==> src/uhpled_regs.svh <==
// Constants for the host port line event detectors: line codes, commands, flag bits, timings.
`ifndef UHPLED_REGS_SVH
`define UHPLED_REGS_SVH

// Transceiver line condition codes.
`define UHPLED_LINE_SE0 2'h0
`define UHPLED_LINE_J 2'h1
`define UHPLED_LINE_K 2'h2

// Host state command codes.
`define UHPLED_CMD_IDLE 3'h1
`define UHPLED_CMD_AWAIT_ATTACH 3'h2
`define UHPLED_CMD_DISABLED 3'h3
`define UHPLED_CMD_BUS_RESET 3'h4
`define UHPLED_CMD_OPERATIONAL 3'h5
`define UHPLED_CMD_SUSPEND 3'h6
`define UHPLED_CMD_WAKE_PORT 3'h7

// Bit positions in host_event_status_0.
`define UHPLED_BIT_DETACH 0
`define UHPLED_BIT_WAKE 1
`define UHPLED_BIT_CHIRP_GOOD 2
`define UHPLED_BIT_CHIRP_FAIL 3
`define UHPLED_STATUS_W 4

// Timing in ns, the clock period and the high-speed detach sample count.
`define UHPLED_CLK_PERIOD_NS 8
`define UHPLED_FILT_NS 2500
`define UHPLED_CHIRP_MIN_NS 1000000
`define UHPLED_CHIRP_END_NS 7000000
`define UHPLED_RESUME_NS 20000000
`define UHPLED_HS_DETACH_SAMPLES 3

// Least times round up, and one more cycle makes the hold strictly longer.
`define UHPLED_FILT_CYC ((`UHPLED_FILT_NS + `UHPLED_CLK_PERIOD_NS - 1) / `UHPLED_CLK_PERIOD_NS)
`define UHPLED_CHIRP_MIN_CYC (`UHPLED_CHIRP_MIN_NS / `UHPLED_CLK_PERIOD_NS + 1)
`define UHPLED_CHIRP_END_CYC (`UHPLED_CHIRP_END_NS / `UHPLED_CLK_PERIOD_NS)
`define UHPLED_RESUME_CYC (`UHPLED_RESUME_NS / `UHPLED_CLK_PERIOD_NS)

`endif
==> src/uhpled_pkg.sv <==
// Types shared by the host port line event detectors.
package uhpled_pkg;

  typedef enum logic [2:0] {
    UHPLED_ST_IDLE,
    UHPLED_ST_AWAIT_ATTACH,
    UHPLED_ST_DISABLED,
    UHPLED_ST_RESET,
    UHPLED_ST_OPERATIONAL,
    UHPLED_ST_SUSPEND,
    UHPLED_ST_RESUME
  } uhpled_state_e;

endpackage

==> src/uhpled_hold_timer.sv <==
// Counts how long a condition holds without a break and pulses when it reaches LIMIT cycles.
`timescale 1ns/1ps
module uhpled_hold_timer #(
  parameter int LIMIT = 313
) (
  // Clock and reset.
  input  wire logic ref_clk,
  input  wire logic sys_rst,
  // Watched condition and results.
  input  wire logic hold,
  output logic      hit,
  output logic      held
);

  localparam int CW = $clog2(LIMIT + 1);

  if (LIMIT < 2) begin : g_bad_limit
    $error("uhpled_hold_timer needs LIMIT of at least 2");
  end

  logic [CW-1:0] count_reg;
  logic [CW-1:0] count_next;
  logic          at_limit;

  assign at_limit   = (count_reg == CW'(LIMIT));
  assign count_next = !hold ? '0 : (at_limit ? count_reg : count_reg + 1'b1);
  assign hit        = hold && (count_reg == CW'(LIMIT - 1));
  assign held       = at_limit;

  always_ff @(posedge ref_clk) begin
    if (sys_rst) begin
      count_reg <= '0;
    end else begin
      count_reg <= count_next;
    end
  end

endmodule

==> src/uhpled_line_sync.sv <==
// Three-stage synchroniser whose output moves once stages two and three agree.
`timescale 1ns/1ps
module uhpled_line_sync #(
  parameter int WIDTH = 1
) (
  // Clock and reset.
  input  wire logic             ref_clk,
  input  wire logic             sys_rst,
  // Asynchronous input and settled output.
  input  wire logic [WIDTH-1:0] async_in,
  output logic      [WIDTH-1:0] sync_out
);

  logic [WIDTH-1:0] stage1_reg;
  logic [WIDTH-1:0] stage2_reg;
  logic [WIDTH-1:0] stage3_reg;
  logic [WIDTH-1:0] out_reg;
  logic [WIDTH-1:0] out_next;

  assign out_next = (stage2_reg == stage3_reg) ? stage3_reg : out_reg;
  assign sync_out = out_reg;

  always_ff @(posedge ref_clk) begin
    if (sys_rst) begin
      stage1_reg <= '0;
      stage2_reg <= '0;
      stage3_reg <= '0;
      out_reg    <= '0;
    end else begin
      stage1_reg <= async_in;
      stage2_reg <= stage1_reg;
      stage3_reg <= stage2_reg;
      out_reg    <= out_next;
    end
  end

endmodule

==> src/uhpled_port_events.sv <==
// Host port state keeping with detach, remote wakeup and device chirp detection.
`timescale 1ns/1ps
`include "uhpled_regs.svh"

// Contract
// - Watch for detach while disabled, operational or suspended.
// - High-speed detach is watched only while operational.
// - High-speed detach needs three disconnected samples in consecutive SOF EOP windows.
// - Full/low-speed detach flagged only after SE0 held over 2.5 us.
// - Wakeup watch only in suspend and only when its enable is on.
// - K held over 2.5 us in suspend raises the wakeup flag.
// - Resume K starts within 1 ms of the device wakeup start; the block starts it only on the firmware wake command.
// - Wakeup detection behaves the same at high, full and low speed.
// - Chirp watch starts when firmware writes the bus reset command.
// - A chirp is recognised once K holds over 2.5 us.
// - Chirp over 1 ms ending in SE0 before 7 ms sets chirp good.
// - Chirp watch stops when chirp good is raised.
// - No chirp end by 7 ms sets chirp fail and stops the watch.
// - Detach and wakeup watches stay off while resume is driven.
module uhpled_port_events
  import uhpled_pkg::*;
#(
  parameter int CHIRP_MIN_CYC = `UHPLED_CHIRP_MIN_CYC,
  parameter int CHIRP_END_CYC = `UHPLED_CHIRP_END_CYC,
  parameter int RESUME_CYC    = `UHPLED_RESUME_CYC
) (
  // Clock and reset.
  input  wire logic                         ref_clk,
  input  wire logic                         sys_rst,
  // Firmware command port.
  input  wire logic                         cmd_write,
  input  wire logic [2:0]                   host_state_command,
  input  wire logic                         wake_request_watch_enable,
  input  wire logic [`UHPLED_STATUS_W-1:0]  status_clear,
  // Port and transceiver inputs.
  input  wire logic [1:0]                   line_condition,
  input  wire logic                         hs_disconnect,
  input  wire logic                         hs_mode,
  input  wire logic                         sof_eop_window,
  // Host state and line drive.
  output uhpled_state_e                     host_state,
  output logic                              resume_k_drive,
  output logic                              reset_se0_drive,
  // Watch status.
  output logic                              detach_watch_on,
  output logic                              wake_watch_on,
  output logic                              chirp_watch_on,
  output logic                              chirp_seen,
  // Event flags.
  output logic                              detach_seen_flag,
  output logic                              wake_request_seen_flag,
  output logic                              chirp_good_flag,
  output logic                              chirp_fail_flag,
  output logic [`UHPLED_STATUS_W-1:0]       host_event_status_0
);

  localparam int END_W = $clog2(CHIRP_END_CYC + 1);
  localparam int RES_W = $clog2(RESUME_CYC + 1);

  if (CHIRP_END_CYC <= CHIRP_MIN_CYC || CHIRP_MIN_CYC <= `UHPLED_FILT_CYC) begin : g_bad_chirp
    $error("uhpled_port_events needs FILT < CHIRP_MIN < CHIRP_END cycles");
  end
  if (RESUME_CYC < 2) begin : g_bad_resume
    $error("uhpled_port_events needs RESUME_CYC of at least 2");
  end

  // Settled copies of the transceiver lines. Line condition and the high-speed envelope
  // share one synchroniser, so both settle on the same edge and a one-cycle glitch that
  // only one stage saw is never taken.
  logic [1:0] line_s;
  logic       hs_disc_s;

  uhpled_line_sync #(
    .WIDTH (3)
  ) u_sync (
    .ref_clk  (ref_clk),
    .sys_rst  (sys_rst),
    .async_in ({hs_disconnect, line_condition}),
    .sync_out ({hs_disc_s, line_s})
  );

  wire line_se0 = (line_s == `UHPLED_LINE_SE0);
  wire line_k   = (line_s == `UHPLED_LINE_K);

  // Command decode. Code 0 matches no decode wire, so a strobe carrying it leaves
  // the state alone.
  wire cmd_idle   = cmd_write && (host_state_command == `UHPLED_CMD_IDLE);
  wire cmd_await  = cmd_write && (host_state_command == `UHPLED_CMD_AWAIT_ATTACH);
  wire cmd_dis    = cmd_write && (host_state_command == `UHPLED_CMD_DISABLED);
  wire cmd_reset  = cmd_write && (host_state_command == `UHPLED_CMD_BUS_RESET);
  wire cmd_oper   = cmd_write && (host_state_command == `UHPLED_CMD_OPERATIONAL);
  wire cmd_susp   = cmd_write && (host_state_command == `UHPLED_CMD_SUSPEND);
  wire cmd_wake   = cmd_write && (host_state_command == `UHPLED_CMD_WAKE_PORT);

  uhpled_state_e state_reg;
  uhpled_state_e state_next;
  logic [RES_W-1:0] resume_cnt_reg;
  logic [RES_W-1:0] resume_cnt_next;
  wire resume_done = (state_reg == UHPLED_ST_RESUME) && (resume_cnt_reg == RES_W'(RESUME_CYC - 1));

  // A command wins over the automatic return from resume.
  always_comb begin
    state_next = state_reg;
    case (state_reg)
      // These states wait for firmware; only a command moves them.
      UHPLED_ST_IDLE,
      UHPLED_ST_AWAIT_ATTACH,
      UHPLED_ST_DISABLED,
      UHPLED_ST_RESET,
      UHPLED_ST_OPERATIONAL,
      UHPLED_ST_SUSPEND: begin
        state_next = state_reg;
      end
      // Resume ends by itself once the K has been driven for its full length.
      UHPLED_ST_RESUME: begin
        if (resume_done) begin
          state_next = UHPLED_ST_OPERATIONAL;
        end
      end
      // The one unused encoding falls back to idle.
      default: begin
        state_next = UHPLED_ST_IDLE;
      end
    endcase
    if (cmd_idle) begin
      state_next = UHPLED_ST_IDLE;
    end else if (cmd_await) begin
      state_next = UHPLED_ST_AWAIT_ATTACH;
    end else if (cmd_dis) begin
      state_next = UHPLED_ST_DISABLED;
    end else if (cmd_reset) begin
      state_next = UHPLED_ST_RESET;
    end else if (cmd_oper) begin
      state_next = UHPLED_ST_OPERATIONAL;
    end else if (cmd_susp) begin
      state_next = UHPLED_ST_SUSPEND;
    end else if (cmd_wake) begin
      state_next = UHPLED_ST_RESUME;
    end
  end

  // Resume K is driven from the cycle after the wake command is taken.
  // The count stops at its end value, so it cannot wrap if the return is held off.
  // Reset SE0 follows the state directly; the line drivers sit outside this block.
  assign resume_cnt_next = (state_reg != UHPLED_ST_RESUME) ? '0 :
                           (resume_done ? resume_cnt_reg : resume_cnt_reg + 1'b1);
  assign resume_k_drive  = (state_reg == UHPLED_ST_RESUME);
  assign reset_se0_drive = (state_reg == UHPLED_ST_RESET);
  assign host_state      = state_reg;

  // Detach watches; resume is excluded by naming only the three watched states.
  // High speed narrows the watch to operational; full and low speed use all three.
  wire detach_state = (state_reg == UHPLED_ST_DISABLED) ||
                      (state_reg == UHPLED_ST_OPERATIONAL) ||
                      (state_reg == UHPLED_ST_SUSPEND);
  wire hs_watch = hs_mode && (state_reg == UHPLED_ST_OPERATIONAL);
  wire fs_watch = !hs_mode && detach_state;
  assign detach_watch_on = hs_watch || fs_watch;

  // High-speed detach: the run of bad samples moves only on a window pulse. Cycles
  // between windows neither add to it nor break it, a clean sample empties it, and
  // leaving the watch starts it over. The run stops at its end value.
  logic [1:0] hs_miss_reg;
  logic [1:0] hs_miss_next;
  wire hs_sample_bad = hs_watch && sof_eop_window && hs_disc_s;
  wire hs_detach_hit = hs_sample_bad &&
                       (hs_miss_reg == 2'(`UHPLED_HS_DETACH_SAMPLES - 1));
  assign hs_miss_next = !hs_watch ? 2'h0 :
                        !sof_eop_window ? hs_miss_reg :
                        !hs_disc_s ? 2'h0 :
                        hs_detach_hit ? hs_miss_reg : hs_miss_reg + 2'h1;

  // Full/low-speed detach: the timer fires once per unbroken run of settled SE0, so a
  // device that stays away sets the flag once and a short SE0 dip never sets it.
  logic fs_detach_hit;
  uhpled_hold_timer #(
    .LIMIT (`UHPLED_FILT_CYC)
  ) u_fs_detach (
    .ref_clk (ref_clk),
    .sys_rst (sys_rst),
    .hold    (fs_watch && line_se0),
    .hit     (fs_detach_hit),
    .held    ()
  );

  // Wakeup watch is blind to port speed. Leaving suspend or dropping the enable empties
  // the timer, so a K already on the line is timed afresh when the watch opens.
  assign wake_watch_on = (state_reg == UHPLED_ST_SUSPEND) && wake_request_watch_enable;
  logic wake_hit;
  uhpled_hold_timer #(
    .LIMIT (`UHPLED_FILT_CYC)
  ) u_wake (
    .ref_clk (ref_clk),
    .sys_rst (sys_rst),
    .hold    (wake_watch_on && line_k),
    .hit     (wake_hit),
    .held    ()
  );

  // Chirp watch and the time since the reset command. The timer stops at its end value
  // and chirp good is blocked from that cycle on, so the two outcomes never rise together.
  // The short timer only marks a recognised chirp; the long one decides whether it counts.
  logic chirp_on_reg;
  logic chirp_on_next;
  logic chirp_seen_reg;
  logic chirp_long_reg;
  logic [END_W-1:0] reset_time_reg;
  logic [END_W-1:0] reset_time_next;
  logic chirp_k_hit;
  logic chirp_long_hit;

  uhpled_hold_timer #(
    .LIMIT (`UHPLED_FILT_CYC)
  ) u_chirp_k (
    .ref_clk (ref_clk),
    .sys_rst (sys_rst),
    .hold    (chirp_on_reg && line_k),
    .hit     (chirp_k_hit),
    .held    ()
  );

  uhpled_hold_timer #(
    .LIMIT (CHIRP_MIN_CYC)
  ) u_chirp_long (
    .ref_clk (ref_clk),
    .sys_rst (sys_rst),
    .hold    (chirp_on_reg && line_k),
    .hit     (chirp_long_hit),
    .held    ()
  );

  // Time up marks the end of the chirp window counted from the reset command.
  wire time_up    = (reset_time_reg == END_W'(CHIRP_END_CYC));
  wire chirp_good = chirp_on_reg && chirp_long_reg && line_se0 && !time_up;
  wire chirp_fail = chirp_on_reg && time_up && !chirp_good;

  assign chirp_on_next = cmd_reset ? 1'b1 :
                         (chirp_good || chirp_fail || state_next != UHPLED_ST_RESET) ? 1'b0 :
                         chirp_on_reg;
  assign reset_time_next = cmd_reset ? '0 :
                           (chirp_on_reg && !time_up) ? reset_time_reg + 1'b1 : reset_time_reg;
  assign chirp_watch_on = chirp_on_reg;
  assign chirp_seen     = chirp_seen_reg;

  // Sticky flags: a set in the same cycle as its clear wins, so an event that lands on
  // the clear is still reported at the next poll.
  logic [`UHPLED_STATUS_W-1:0] flags_reg;
  logic [`UHPLED_STATUS_W-1:0] flag_set;
  assign flag_set[`UHPLED_BIT_DETACH]     = hs_detach_hit || fs_detach_hit;
  assign flag_set[`UHPLED_BIT_WAKE]       = wake_hit;
  assign flag_set[`UHPLED_BIT_CHIRP_GOOD] = chirp_good;
  assign flag_set[`UHPLED_BIT_CHIRP_FAIL] = chirp_fail;

  assign host_event_status_0    = flags_reg;
  assign detach_seen_flag       = flags_reg[`UHPLED_BIT_DETACH];
  assign wake_request_seen_flag = flags_reg[`UHPLED_BIT_WAKE];
  assign chirp_good_flag        = flags_reg[`UHPLED_BIT_CHIRP_GOOD];
  assign chirp_fail_flag        = flags_reg[`UHPLED_BIT_CHIRP_FAIL];

  always_ff @(posedge ref_clk) begin
    if (sys_rst) begin
      state_reg      <= UHPLED_ST_IDLE;
      resume_cnt_reg <= '0;
      hs_miss_reg    <= 2'h0;
      flags_reg      <= '0;
    end else begin
      state_reg      <= state_next;
      resume_cnt_reg <= resume_cnt_next;
      hs_miss_reg    <= hs_miss_next;
      flags_reg      <= flag_set | (flags_reg & ~status_clear);
    end
  end

  // A K that ends before the long mark, or ends in anything but SE0, starts the search over.
  // A new reset command also empties both marks, whatever the line shows.
  always_ff @(posedge ref_clk) begin
    if (sys_rst) begin
      chirp_on_reg   <= 1'b0;
      chirp_seen_reg <= 1'b0;
      chirp_long_reg <= 1'b0;
      reset_time_reg <= '0;
    end else begin
      chirp_on_reg   <= chirp_on_next;
      reset_time_reg <= reset_time_next;
      if (cmd_reset || !chirp_on_reg || !line_k) begin
        chirp_seen_reg <= 1'b0;
        chirp_long_reg <= 1'b0;
      end else begin
        chirp_seen_reg <= chirp_seen_reg || chirp_k_hit;
        chirp_long_reg <= chirp_long_reg || chirp_long_hit;
      end
    end
  end

endmodule

==> config.mk <==
export PLATFORM = sky130hd
export DESIGN_NAME = uhpled_port_events
export DESIGN_NICKNAME = d
export VERILOG_FILES = /design/src/uhpled_pkg.sv /design/src/uhpled_hold_timer.sv /design/src/uhpled_line_sync.sv /design/src/uhpled_port_events.sv
export VERILOG_INCLUDE_DIRS = /design/src
export SDC_FILE = /design/constraint.sdc
export NUM_CORES = 1
export LEC_CHECK = 0
export ABC_AREA = 1
export BUFFER_PORTS_ARGS = -buffer_cell sky130_fd_sc_hd__buf_2
export CAP_MARGIN = 10
export CORE_MARGIN = 3
export CORE_UTILIZATION = 25
export DETAILED_ROUTE_END_ITERATION = 12
export GPL_TIMING_DRIVEN = 0
export MAX_ROUTING_LAYER = met4
export PLACE_DENSITY = 0.38
export SLEW_MARGIN = 20
export SYNTH_ARGS = -nofsm -noshare
export SYNTH_HDL_FRONTEND = slang
export SYNTH_HIERARCHICAL = 1
export SYNTH_SLANG_ARGS = --single-unit
==> constraint.sdc <==
create_clock -name ref_clk -period 2.8 [get_ports ref_clk]
set_clock_uncertainty 0.1 [all_clocks]
set_input_delay 0.42 -clock ref_clk [delete_from_list [all_inputs] [get_ports ref_clk]]
set_output_delay 0.42 -clock ref_clk [all_outputs]
set_load 0.005 [all_outputs]
==> results of run 1 <==
## metrics by stage
step / instance area [µm²] / power (mW)
after floorplan: 6106 / 1.696
after global placement: 6665 / 1.747
after detailed placement: 6665 / 1.746
after CTS: 6960 / 3.082
after global routing: 6960 / 3.147
final: 6963 / 2.997
## per-layer routing
| metal | wire [µm] | vias to the layer above | track usage |
|---|---|---|---|
| met3 | 240 | 11 | 0.02015 |
| li1 | - | 2977 | - |
| met5 | 0 | - | - |
| met2 | 6774 | 37 | 0.1920 |
| met4 | 192 | 0 | 0.03528 |
| met1 | 7222 | 2349 | 0.1488 |
## final timing paths
kind / end / slack, ps / depth (start not counted)
worst max-delay path: detach_watch_on / 780 / 5
worst min-delay path: u_sync/stage1_reg[2] / 160 / 3
worst max register to register: u_fs_detach/count_reg[2] / 810 / 8
worst min register to register: u_sync/stage2_reg[2] / 310 / 2
## placed cells by master, fill, tap and decap left out, types with 12 or more instances in the layout
| master | n |
|---|---|
| dfxtp_1 | 110 |
| nor2_2 | 13 |
| o21ai_0 | 25 |
| nand2_2 | 12 |
| nand4_1 | 19 |
| xor2_1 | 12 |
| inv_2 | 19 |
| nor2_1 | 137 |
| nor3_1 | 20 |
| nand3_1 | 62 |
| a21oi_1 | 70 |
| buf_2 | 35 |
| nand2_1 | 212 |
| inv_1 | 119 |
| ha_1 | 16 |
## worst min-delay path, cell delays in order
cell and delay, ps:
buf_2 80, inv_1 30, nor2_1 60
## power by group
part           total [mW]  leakage (nW)  switching, mW  internal [mW]
logic               0.116          1.40         0.0753         0.0410
clock network        1.29         0.134          0.649          0.644
registers            1.59         0.888         0.0132           1.57
## final cells by class
class | instances | area (µm²) | share of cell area
Antenna cell | 1 | 2.502 | 0.0003594
Multi-Input combinational cell | 654 | 3281 | 0.4712
Inverter | 139 | 521.8 | 0.07493
Sequential cell | 110 | 2202 | 0.3163
Timing Repair Buffer | 32 | 160.2 | 0.02300
Clock inverter | 6 | 56.30 | 0.008086
Tap cell | 319 | 399.1 | 0.05732
Buffer | 13 | 101.3 | 0.01456
Clock buffer | 10 | 239.0 | 0.03432
==> results.md, run 1 <==
Setup path:
- The worst setup path startpoint is host_state[2].
- Of all nets on the critical path, the largest fanout is 7.
- The critical path goes through inv_1 > nor4_2 > inv_1 > nand2_1 > buf_2.
- The most numerous cell type found on the critical path is inv_1.
- The startpoint identified for the worst register-to-register timing path is host_state[1].
- The worst setup path is launched from a register.
- The critical path in this run is classified as reg -> out.
- The slowest stage cell on the critical path is dfxtp_1.
- Broken down by cell family, the worst path's largest delay share belongs to flip-flops.
- At the worst endpoint, the required time is 2280 ps.
- The type of destination of the critical path is an output pin.
- The arrival time at the worst endpoint is 1500 ps.
- The number of buffers and inverters on the critical path is 3.
- The delay of the slowest cell on the worst path is 450 ps.

Timing:
- Setup violations remaining at the end of the flow were counted as 0.
- Adding up every negative setup slack in the final design gives 0 ps.
- After layout, the minimum clock period comes to 2016 ps.
- The relative slew slack is 0.5632.
- For the pin with the worst max-slew slack, the measured transition is 655.3 ps.
- The tightest hold path in the finished design has a slack of 163.7 ps.
- Setup repair after global routing left no endpoint under its margin.
- Of the available clock period, the critical path in the final layout requires 0.7199.
- The max-slew violation total from the final report was 0.
- Based on the critical path, the design can be clocked at up to 496.1 MHz.
- The number of hold violations in the final report is 0.
- The post-layout worst setup margin is 784.3 ps.

Layout:
- Relative to the synthesized area, the layout overhead comes to 14.04%.
- The utilization after layout is 0.2931.
- The number of filler instances in the final layout is 2,617.
- The number of flip-flops in the largest register is 22.
- The final layout contains 991 nets.
- In the final layout, the share of cells above drive strength 1 is 0.1380.
- The count of placed standard cells in the final layout, fillers left out is 1,284.

Pwr:
- For this design the static power due to leakage is 2.420 nW.
- The peak supply drop is 0.2901 mV.
- The total power density per cell area is 430.5 nW/µm².

Logic synthesis:
- The synthesized area per cell is 6.666 µm².
- The cell area after technology mapping is 6106 µm².
- Yosys printed 6 warnings.
- In the synthesized netlist, the number of instances is 916.
- Counting every net in the synthesized netlist gives 948.

Global route:
- The number of global-route vias before repair was 5,118.
- Entering global routing, the biggest net connects 20 pins.
- The total routing usage reported by global routing is 0.1174.
- The first global-routing pass estimated 24.67 mm of wire.
- The global route total overflow is 0.
- The number of antenna violations at the first check in global routing is 0.

Floorplanning:
- The die covers 26,330 µm².
- The total area inside the core boundary comes to 23,750 µm².
- The starting utilization of the core area is 0.2571.
- The total number of placement rows is 56.
- The die is 162.3 µm tall.
- The die width is 162.3 µm.
- 33 I/O pins were placed.

Clocking:
- The number of gates resized after CTS is 0.
- The number of setup buffers added after CTS is 0.
- TritonCTS built the clock tree.
- The clock-pin slew of the registers on the worst-case setup and hold paths is 80 ps.
- The root cell of the clock tree is clkbuf_16.
- The total clock buffers created by CTS is 9.
- The clock reaches the later pin of the worst-skew pair after 360 ps.
- The clock passes through at most 2 buffers.
- After clock tree synthesis, the flow added hold-fix buffers numbering 0.
- The number of sinks on the clock net is 110.
- The H-tree depth reported by CTS is 3.

Placement:
- The cell total after placement is 1,267.
- The worst slack after detailed placement is 771.9 ps.
- The routability-driven placement congestion ratio is 0.7907.
- Port buffering added 32 buffers.
- After legalization and detailed placement, the total HPWL measured 11.18 mm.

Drt:
- The detail route stage leaves a number of antenna-violating nets equal to 0.
- The detailed-route wire length per cell is 11.24 µm.
- The per-cell via count in the routed design is 4.185.
- The first detailed-routing pass took 4 iterations.
- The number of DRC markers in iteration 0 is 247.
- The number of DRC violations after detailed routing is 0.
- The final wirelength is 14.43 mm.
- The detailed router placed 5,374 vias in this run.

Worst hold path:
- The startpoint identified for the worst hold timing path is hs_disconnect.
- The worst hold path belongs to the class in -> reg.

Run:
- Across the run, the number of max-cap violations was 0.

Outcome:
- The flow ran to the end, and the final reports show no timing, DRC or antenna violations.
(Power assumes the default switching activity.)
==> run 2: changes to the inputs <==
- PLACE_DENSITY: 0.38 -> 0.4
- clock period: 2.8 -> 1.8 ns (I/O delays scaled with it)
==> run 2 against run 1 <==
  * Cell count grew 0.23%
  * Hold slack lost 140 ps
  * Via count grew 1.3%
  * Combinational power grew 80%
  * Cell area grew 2.1%
  * Setup slack lost 710 ps
  * Count of clock-buffer cells in the layout is the same
  * Clock power grew 43%
  * Flip-flop and latch count is the same
  * Total power grew 51%
  * Wire length grew 0.73%
  * Sequential share of layout area shrank 0.31 points
  * Critical endpoint unchanged
  * Largest cell class unchanged
==> results.md, run 2 (synthesis gave the netlist of run 1 again) <==
Outcome:
- The flow ran to the end, and the final reports show no timing, DRC or antenna violations.

Layout:
- The layout cell share with drive strength beyond 1 came to 0.1656 (+0.02766).
- Leaving out fill and tap cells, the most frequent cell in the layout is nand2_1.
- The library cells used most frequently in the layout, excluding fill and tap cells, are nand2_1, nor2_1, inv_1, dfxtp_1, a21oi_1.
- The count of placed standard cells in the final layout, fillers left out is 1,287 (+0.23%).
- The layout-stage area growth over the synthesis result is 16.41%.
- The sequential cell area in the final layout is 2226 µm² (+1.1%).
- The number of flip-flops in the largest register is 22 (unchanged).
- The number of nets at the end of the flow is 996 (+0.50%).
- The multi-input combinational cell area is 3385 µm² (+3.2%).
- The number of filler instances in the final layout is 2,630 (+0.50%).

Drt:
- The routed wire length on met3 is 394 µm (+64%).
- The routed via count is 5,442 (+1.3%).
- The per-cell via count in the routed design is 4.228 (+1.0%).
- The detailed-route wire length per cell was 11.29 µm (+0.50%).
- The length of routed wiring on met1 came to 7.449 mm (+3.1%).
- The number of DRC violations after detailed routing is 0 (unchanged).
- The final wirelength was 14.54 mm (+0.73%).
- The number of DRC markers in iteration 0 came to 305 (+23%).
- The highest metal layer carrying signal wires in the routed design is met4.
- The count of nets left with antenna violations after detail routing was 0 (unchanged).
- The number of iterations in the first detailed-routing pass is 4 (unchanged).
- The wire length on met2 is 6.500 mm (-4.0%).

Pwr:
- The total power density per cell area came to 637.6 nW/µm² (+48%).
- The reported leakage power came to 2.442 nW (+0.91%).
- The peak supply drop was 0.4613 mV (+59%).

Placement:
- The cell total after placement is 1,267 (unchanged).
- The count of buffers inserted at the top-level ports was 32 (unchanged).
- The routability-driven placement congestion ratio is 0.7625 (-3.6%).
- The sum of net half-perimeters after detailed placement was 11.10 mm (-0.70%).
- The worst slack after detailed placement is -305.4 ps (-1077 ps).

Timing:
- The maximum operating frequency is 580.8 MHz.
- The post-layout minimum cycle time is 1722 ps.
- Setup repair after global routing could not meet its margin everywhere.
- The number of hold violations in the final report is 0 (unchanged).
- The post-layout worst setup margin was 78.13 ps (-706.2 ps).
- The smallest hold slack is 24.04 ps (-139.7 ps).
- The relative slew slack is 0.5218 (-0.04137).
- The actual slew at the worst max-slew pin came to 717.3 ps (+62.06 ps).
- The max-slew violation total from the final report was 0 (unchanged).
- The final setup violation count came to 0 (unchanged).
- The final period utilization is 0.9566.

Floorplanning:
- The floorplan core area was 23,750 µm² (unchanged).
- The die span in y is 162.3 µm (unchanged).
- The total die area is 26,330 µm² (unchanged).
- The die width is 162.3 µm (unchanged).
- The count of pins on the block boundary was 33 (unchanged).
- The total number of placement rows is 56 (unchanged).
- The starting utilization of the core area is 0.2571 (unchanged).

Setup path:
- The maximum fanout count along the critical path is 5 (-2).
- The critical path goes through inv_2 > nor2_4 > o211ai_1 > nand2_1 > buf_2.
- The type of the worst setup path is reg -> out.
- The arrival time at the worst endpoint is 1350 ps (-150 ps).
- The delay of the slowest cell on the worst path was 370 ps (-80 ps).
- The endpoint identified for the worst register-to-register timing path is u_fs_detach/count_reg[2].
- The required time of the critical path is 1430 ps (-850 ps).
- STA classifies the critical path startpoint as a register.
- The cell depth of the worst flop-to-flop path is 8 (unchanged).
- STA classifies the critical path endpoint as an output pin.
- The startpoint identified for the worst register-to-register timing path is host_state[1].
- The slowest stage cell on the critical path is dfxtp_4.
- The flop-to-flop setup slack is 130 ps (-680 ps).

Global route:
- The total routing usage reported by global routing is 0.1183 (+0.0008850).
- The number of global-route vias before repair is 5,147 (+0.57%).
- The wire length of the first global-routing pass was 24.81 mm (+0.56%).
- The global route total overflow is 0 (unchanged).
- The maximum number of pins on one net before global-route repair is 17 (-15%).
- The number of antenna violations at the first check in global routing came to 1 (+1).

Clocking:
- The tree is rooted in a clkbuf_16.
- The total clock buffers created by CTS was 9 (unchanged).
- The clock latency of the later-clocked register in the worst-skew pair is 350 ps (about the same).
- The number of sinks on the clock net is 110 (unchanged).
- The CTS tree is built.
- The clock-pin slew of the registers on the worst-case setup and hold paths is 70 ps (about the same).
- The maximum count of clock buffers along a single path is 2 (unchanged).
- The H-tree depth reported by CTS is 3 (unchanged).

Worst hold path:
- The worst min-delay path class is in -> reg.
- The worst hold path terminates at u_sync/stage1_reg[1].
- The instance count along the most critical hold path is 3 (unchanged).
- The launch point of the worst hold path is line_condition[1].

Run:
- The total of max-cap violations is 0 (unchanged).
[run 2: cell count changes in the layout (fill, tap and decap cells not counted), sizes merged]
cell / before / now
buf: 44 / 49
clkinvlp: 3 / 0
clkinv: 2 / 3
diode: 1 / 2
inv: 140 / 139
[run 2: timing repair]
| action | CTS | global route |
|---|---|---|
| endpoints found under the setup margin | 35 | 32 |
| hold buffers | 0 | 0 |
| pin swaps | 0 | 6 |
| setup buffers | 0 | 5 |
| resized for setup | 18 | 23 |
[run 2: layout make-up]
class	count	area share
clock buffer	10	0.03221
antenna	2	0.0007041
timing repair buffer	37	0.03010
buffer	13	0.01461
multi-input combinational	654	0.4761
clock inverter	3	0.003168
tap	319	0.05615
sequential	110	0.3131
inverter	139	0.07375
[run 2: worst max-delay path by stage]
stage,start,endpoint,depth (start not counted)
floorplan,reset_time_reg[0],reset_time_reg[16],8
global placement,host_state[1],u_fs_detach/count_reg[2],8
detailed placement,host_state[1],u_fs_detach/count_reg[2],8
CTS,reset_time_reg[0],reset_time_reg[16],8
global route,host_state[1],u_fs_detach/count_reg[2],8
finish,host_state[1],detach_watch_on,5
[run 2: worst max-delay path: cells and delay by family (launching register included)]
family	cells	cell delay, ps
compound gates	1	300
buf+inv	2	210
flops	1	370
simple gates	2	130
[run 2: stage by stage]
| stage | power [mW] | TNS, ps | utilization | area [µm²] |
|---|---|---|---|---|
| after floorplan | 2.638 | 0 | - | 6106 |
| after global placement | 2.718 | -3109 | 0.2806 | 6665 |
| after detailed placement | 2.717 | -3406 | 0.2806 | 6665 |
| after CTS | 4.629 | -44.55 | 0.2938 | 6978 |
| after global routing | 4.743 | -51.74 | 0.2991 | 7106 |
| final | 4.532 | 0 | 0.2993 | 7108 |
[run 2: report_power, final]
group | switching (mW) | leakage [nW] | internal [mW]
clock network | 0.927 | 0.125 | 0.924
registers | 0.0230 | 0.894 | 2.45
logic | 0.127 | 1.42 | 0.0818
[run 2: per-layer routing]
layer  track usage  vias up
met2        0.1844       36
met5             -        -
met4       0.03567        0
met1        0.1555     2413
met3       0.02346        9
li1              -     2984
==> run 3: changes to the inputs <==
- CORE_UTILIZATION: 25 -> 55
- PLACE_DENSITY: 0.4 -> 0.75
==> run 3 against run 2 <==
  * Wire length down 16%
  * Total power down 7.7%
  * Fmax down 3.4%
  * Global-route usage up 9.4 points
  * Critical path depth down 1
  * Flip-flop and latch count unchanged
  * Sequential power about the same
  * Non-clock buffer count up 2
  * Utilization up 35 points
  * Critical path type unchanged
  * Largest power group unchanged
==> results.md, run 3 (synthesis gave the netlist of run 1 again) <==
Outcome:
- The run finished with clean final reports.

Clocking:
- Clock tree synthesis selected as its root buffer the cell clkbuf_8.
- The clock latency of the later-clocked register in the worst-skew pair is 390 ps (+40 ps).
- The maximum count of clock buffers along a single path is 2 (unchanged).
- The total clock buffers created by CTS is 9 (unchanged).
- The number of sinks on the clock net is 110 (unchanged).
- The H-tree depth reported by CTS came to 3 (unchanged).
- The clock-pin slew of the registers on the worst-case setup and hold paths is 100 ps (+30 ps).
- The CTS tree is built.

Drt:
- The number of DRC violations after detailed routing is 0 (unchanged).
- The routed via count is 5,474 (+0.59%).
- The number of iterations in the first detailed-routing pass is 7 (+3).
- The final wirelength came to 12.28 mm (-16%).
- The detailed-route wire length per cell is 11.08 µm (-1.9%).
- The number of DRC markers in iteration 0 was 300 (-1.6%).
- The per-cell via count in the routed design came to 4.940 (+17%).
- The count of nets left with antenna violations after detail routing is 0 (unchanged).

Run:
- The total of max-cap violations is 0 (unchanged).

Timing:
- The post-layout minimum cycle time was 1783 ps (+61.06 ps).
- The actual slew at the worst max-slew pin is 542.5 ps (-174.8 ps).
- The number of hold violations in the final report came to 0 (unchanged).
- The maximum operating frequency is 560.9 MHz (-3.4%).
- Setup repair after global routing could not meet its margin everywhere.
- The final period utilization was 0.9905 (+0.03392).
- The relative slew slack is 0.6383 (+0.1165).
- The final setup violation count is 0 (unchanged).
- The total negative setup slack is 0 ps (unchanged).
- The max-slew violation total from the final report is 0 (unchanged).
- The post-layout worst setup margin is 17.07 ps (-61.06 ps).

Setup path:
- The startpoint class of the critical path is a register.
- The combined buffer and inverter count along the critical path came to 2 (unchanged).
- The slowest stage cell on the critical path is dfxtp_4.
- The worst setup path startpoint is host_state[1].
- The capture instance of the worst register-to-register path is u_fs_detach/count_reg[2].
- The arrival time at the worst endpoint came to 1410 ps (+60 ps).
- The reg-to-reg critical path startpoint is host_state[1].
- The delay of the slowest cell on the worst path is 390 ps (+20 ps).
- The cell depth of the worst flop-to-flop path came to 9 (+1).
- Among cell families on the critical path, the largest total delay comes from simple AND/OR/NAND/NOR gates.
- The type of destination of the critical path is an output pin.
- Walking the worst path, the cells encountered are nor4_4 > inv_1 > nand2_2 > buf_2.
- The depth of the critical timing path with buffers and inverters included is 4 (-1).
- The last element of the critical path is detach_watch_on.
- The worst setup path is of the reg -> out kind.
- The flop-to-flop setup slack is 110 ps (-20 ps).
- The required time of the critical path is 1430 ps (about the same).
- The maximum fanout count along the critical path is 6 (+1).

Global route:
- The number of global-route vias before repair is 4,976 (-3.3%).
- The wire length of the first global-routing pass is 21.73 mm (-12%).
- The number of antenna violations at the first check in global routing came to 1 (unchanged).
- The global route total overflow is 0 (unchanged).
- The maximum number of pins on one net before global-route repair was 19 (+2).
- The total routing usage reported by global routing was 0.2127 (+0.09438).

Placement:
- The sum of net half-perimeters after detailed placement was 9.337 mm (-16%).
- The routability-driven placement congestion ratio is 0.9029 (+18%).
- The count of buffers inserted at the top-level ports came to 32 (unchanged).
- The worst slack after detailed placement is -105.8 ps (+199.6 ps).
- The cell total after placement is 1,084 (-14%).
- The area of placed instances is 6436 µm² (-3.4%).

Layout:
- The count of placed standard cells in the final layout, fillers left out is 1,108 (-14%).
- The number of nets at the end of the flow was 998 (+0.20%).
- The final design area excluding fillers came to 6814 µm² (-4.1%).
- The number of flip-flops in the largest register is 22 (unchanged).
- The layout-stage area growth over the synthesis result is 11.60%.
- The most common cell after layout, fill and taps aside is nand2_1.
- The utilization after layout is 0.6456 (+0.3463).
- The layout cell share with drive strength beyond 1 is 0.1637 (-0.001883).
- The number of filler instances in the final layout came to 986 (-63%).
- In the layout the commonest cells are nand2_1, nor2_1, inv_1, dfxtp_1, a21oi_1.

Floorplanning:
- The starting utilization of the core area is 0.5785 (+0.3214).
- The die span in y is 111.4 µm (-31%).
- The floorplan core area is 10,560 µm² (-56%).
- The count of pins on the block boundary was 33 (unchanged).
- The die width is 111.4 µm (-31%).
- The total number of placement rows is 37 (-34%).
- The total die area is 12,400 µm² (-53%).

Pwr:
- The peak supply drop is 0.5308 mV (+15%).
- The total power density per cell area came to 614.0 nW/µm² (-3.7%).
- The reported leakage power is 2.416 nW (-1.1%).

Worst hold path:
- The instance count along the most critical hold path is 4 (+1).
- The worst min-delay path class is in -> reg.
==> run 3: power by group <==
group,internal [mW],switching (mW)
logic,0.0792,0.123
clock network,0.654,0.855
registers,2.45,0.0233
total,3.18,1.00
==> run 3: how the worst min path moves through the flow <==
stage                                     from                endpoint  slack [ps]
final                          status_clear[3]  host_event_status_0[3]          60
after global routing           status_clear[3]  host_event_status_0[3]          60
after CTS                      status_clear[3]  host_event_status_0[3]          30
after detailed placement  u_sync/stage1_reg[1]    u_sync/stage2_reg[1]         290
after global placement    u_sync/stage1_reg[1]    u_sync/stage2_reg[1]         290
after floorplan                        sys_rst      u_sync/sync_out[0]         230
==> run 3: tightest hold or removal path: stages <==
cell and delay, ps:
buf_2 80, inv_1 30, nand2_1 60, a21oi_1 60
==> run 3: layout make-up <==
type / count / area [µm²] / share of cell area
clock buffer: 10 / 127.6 / 0.01873
buffer: 13 / 103.9 / 0.01524
multi-input combinational: 654 / 3368 / 0.4943
inverter: 139 / 526.8 / 0.07730
antenna: 1 / 2.502 / 0.0003672
clock inverter: 6 / 68.82 / 0.01010
tap: 136 / 170.2 / 0.02497
sequential: 110 / 2222 / 0.3261
timing repair buffer: 39 / 224.0 / 0.03287
==> run 3: timing repair <==
| action | in CTS | in global routing |
|---|---|---|
| resized for setup | 12 | 27 |
| hold buffers | 3 | 0 |
| buffers inserted | 0 | 4 |
| pin swaps | 0 | 4 |
| setup endpoints to repair | 14 | 40 |
| endpoints found under the hold margin | 3 | 0 |
==> run 3: per-layer routing <==
layer / GRT usage / vias up / routed length, µm
li1: - / 2984 / -
met1: 0.2765 / 2405 / 6199
met2: 0.3361 / 77 / 5487
met3: 0.05543 / 8 / 487
met4: 0.04542 / 0 / 107
met5: - / - / 0
==> run 3: metrics by stage <==
step,total power [mW],hold slack [ps]
floorplan,2.638,232.4
global placement,2.704,292.0
detailed placement,2.705,294.2
CTS,4.226,31.60
global route,4.361,64.52
finish,4.184,57.15
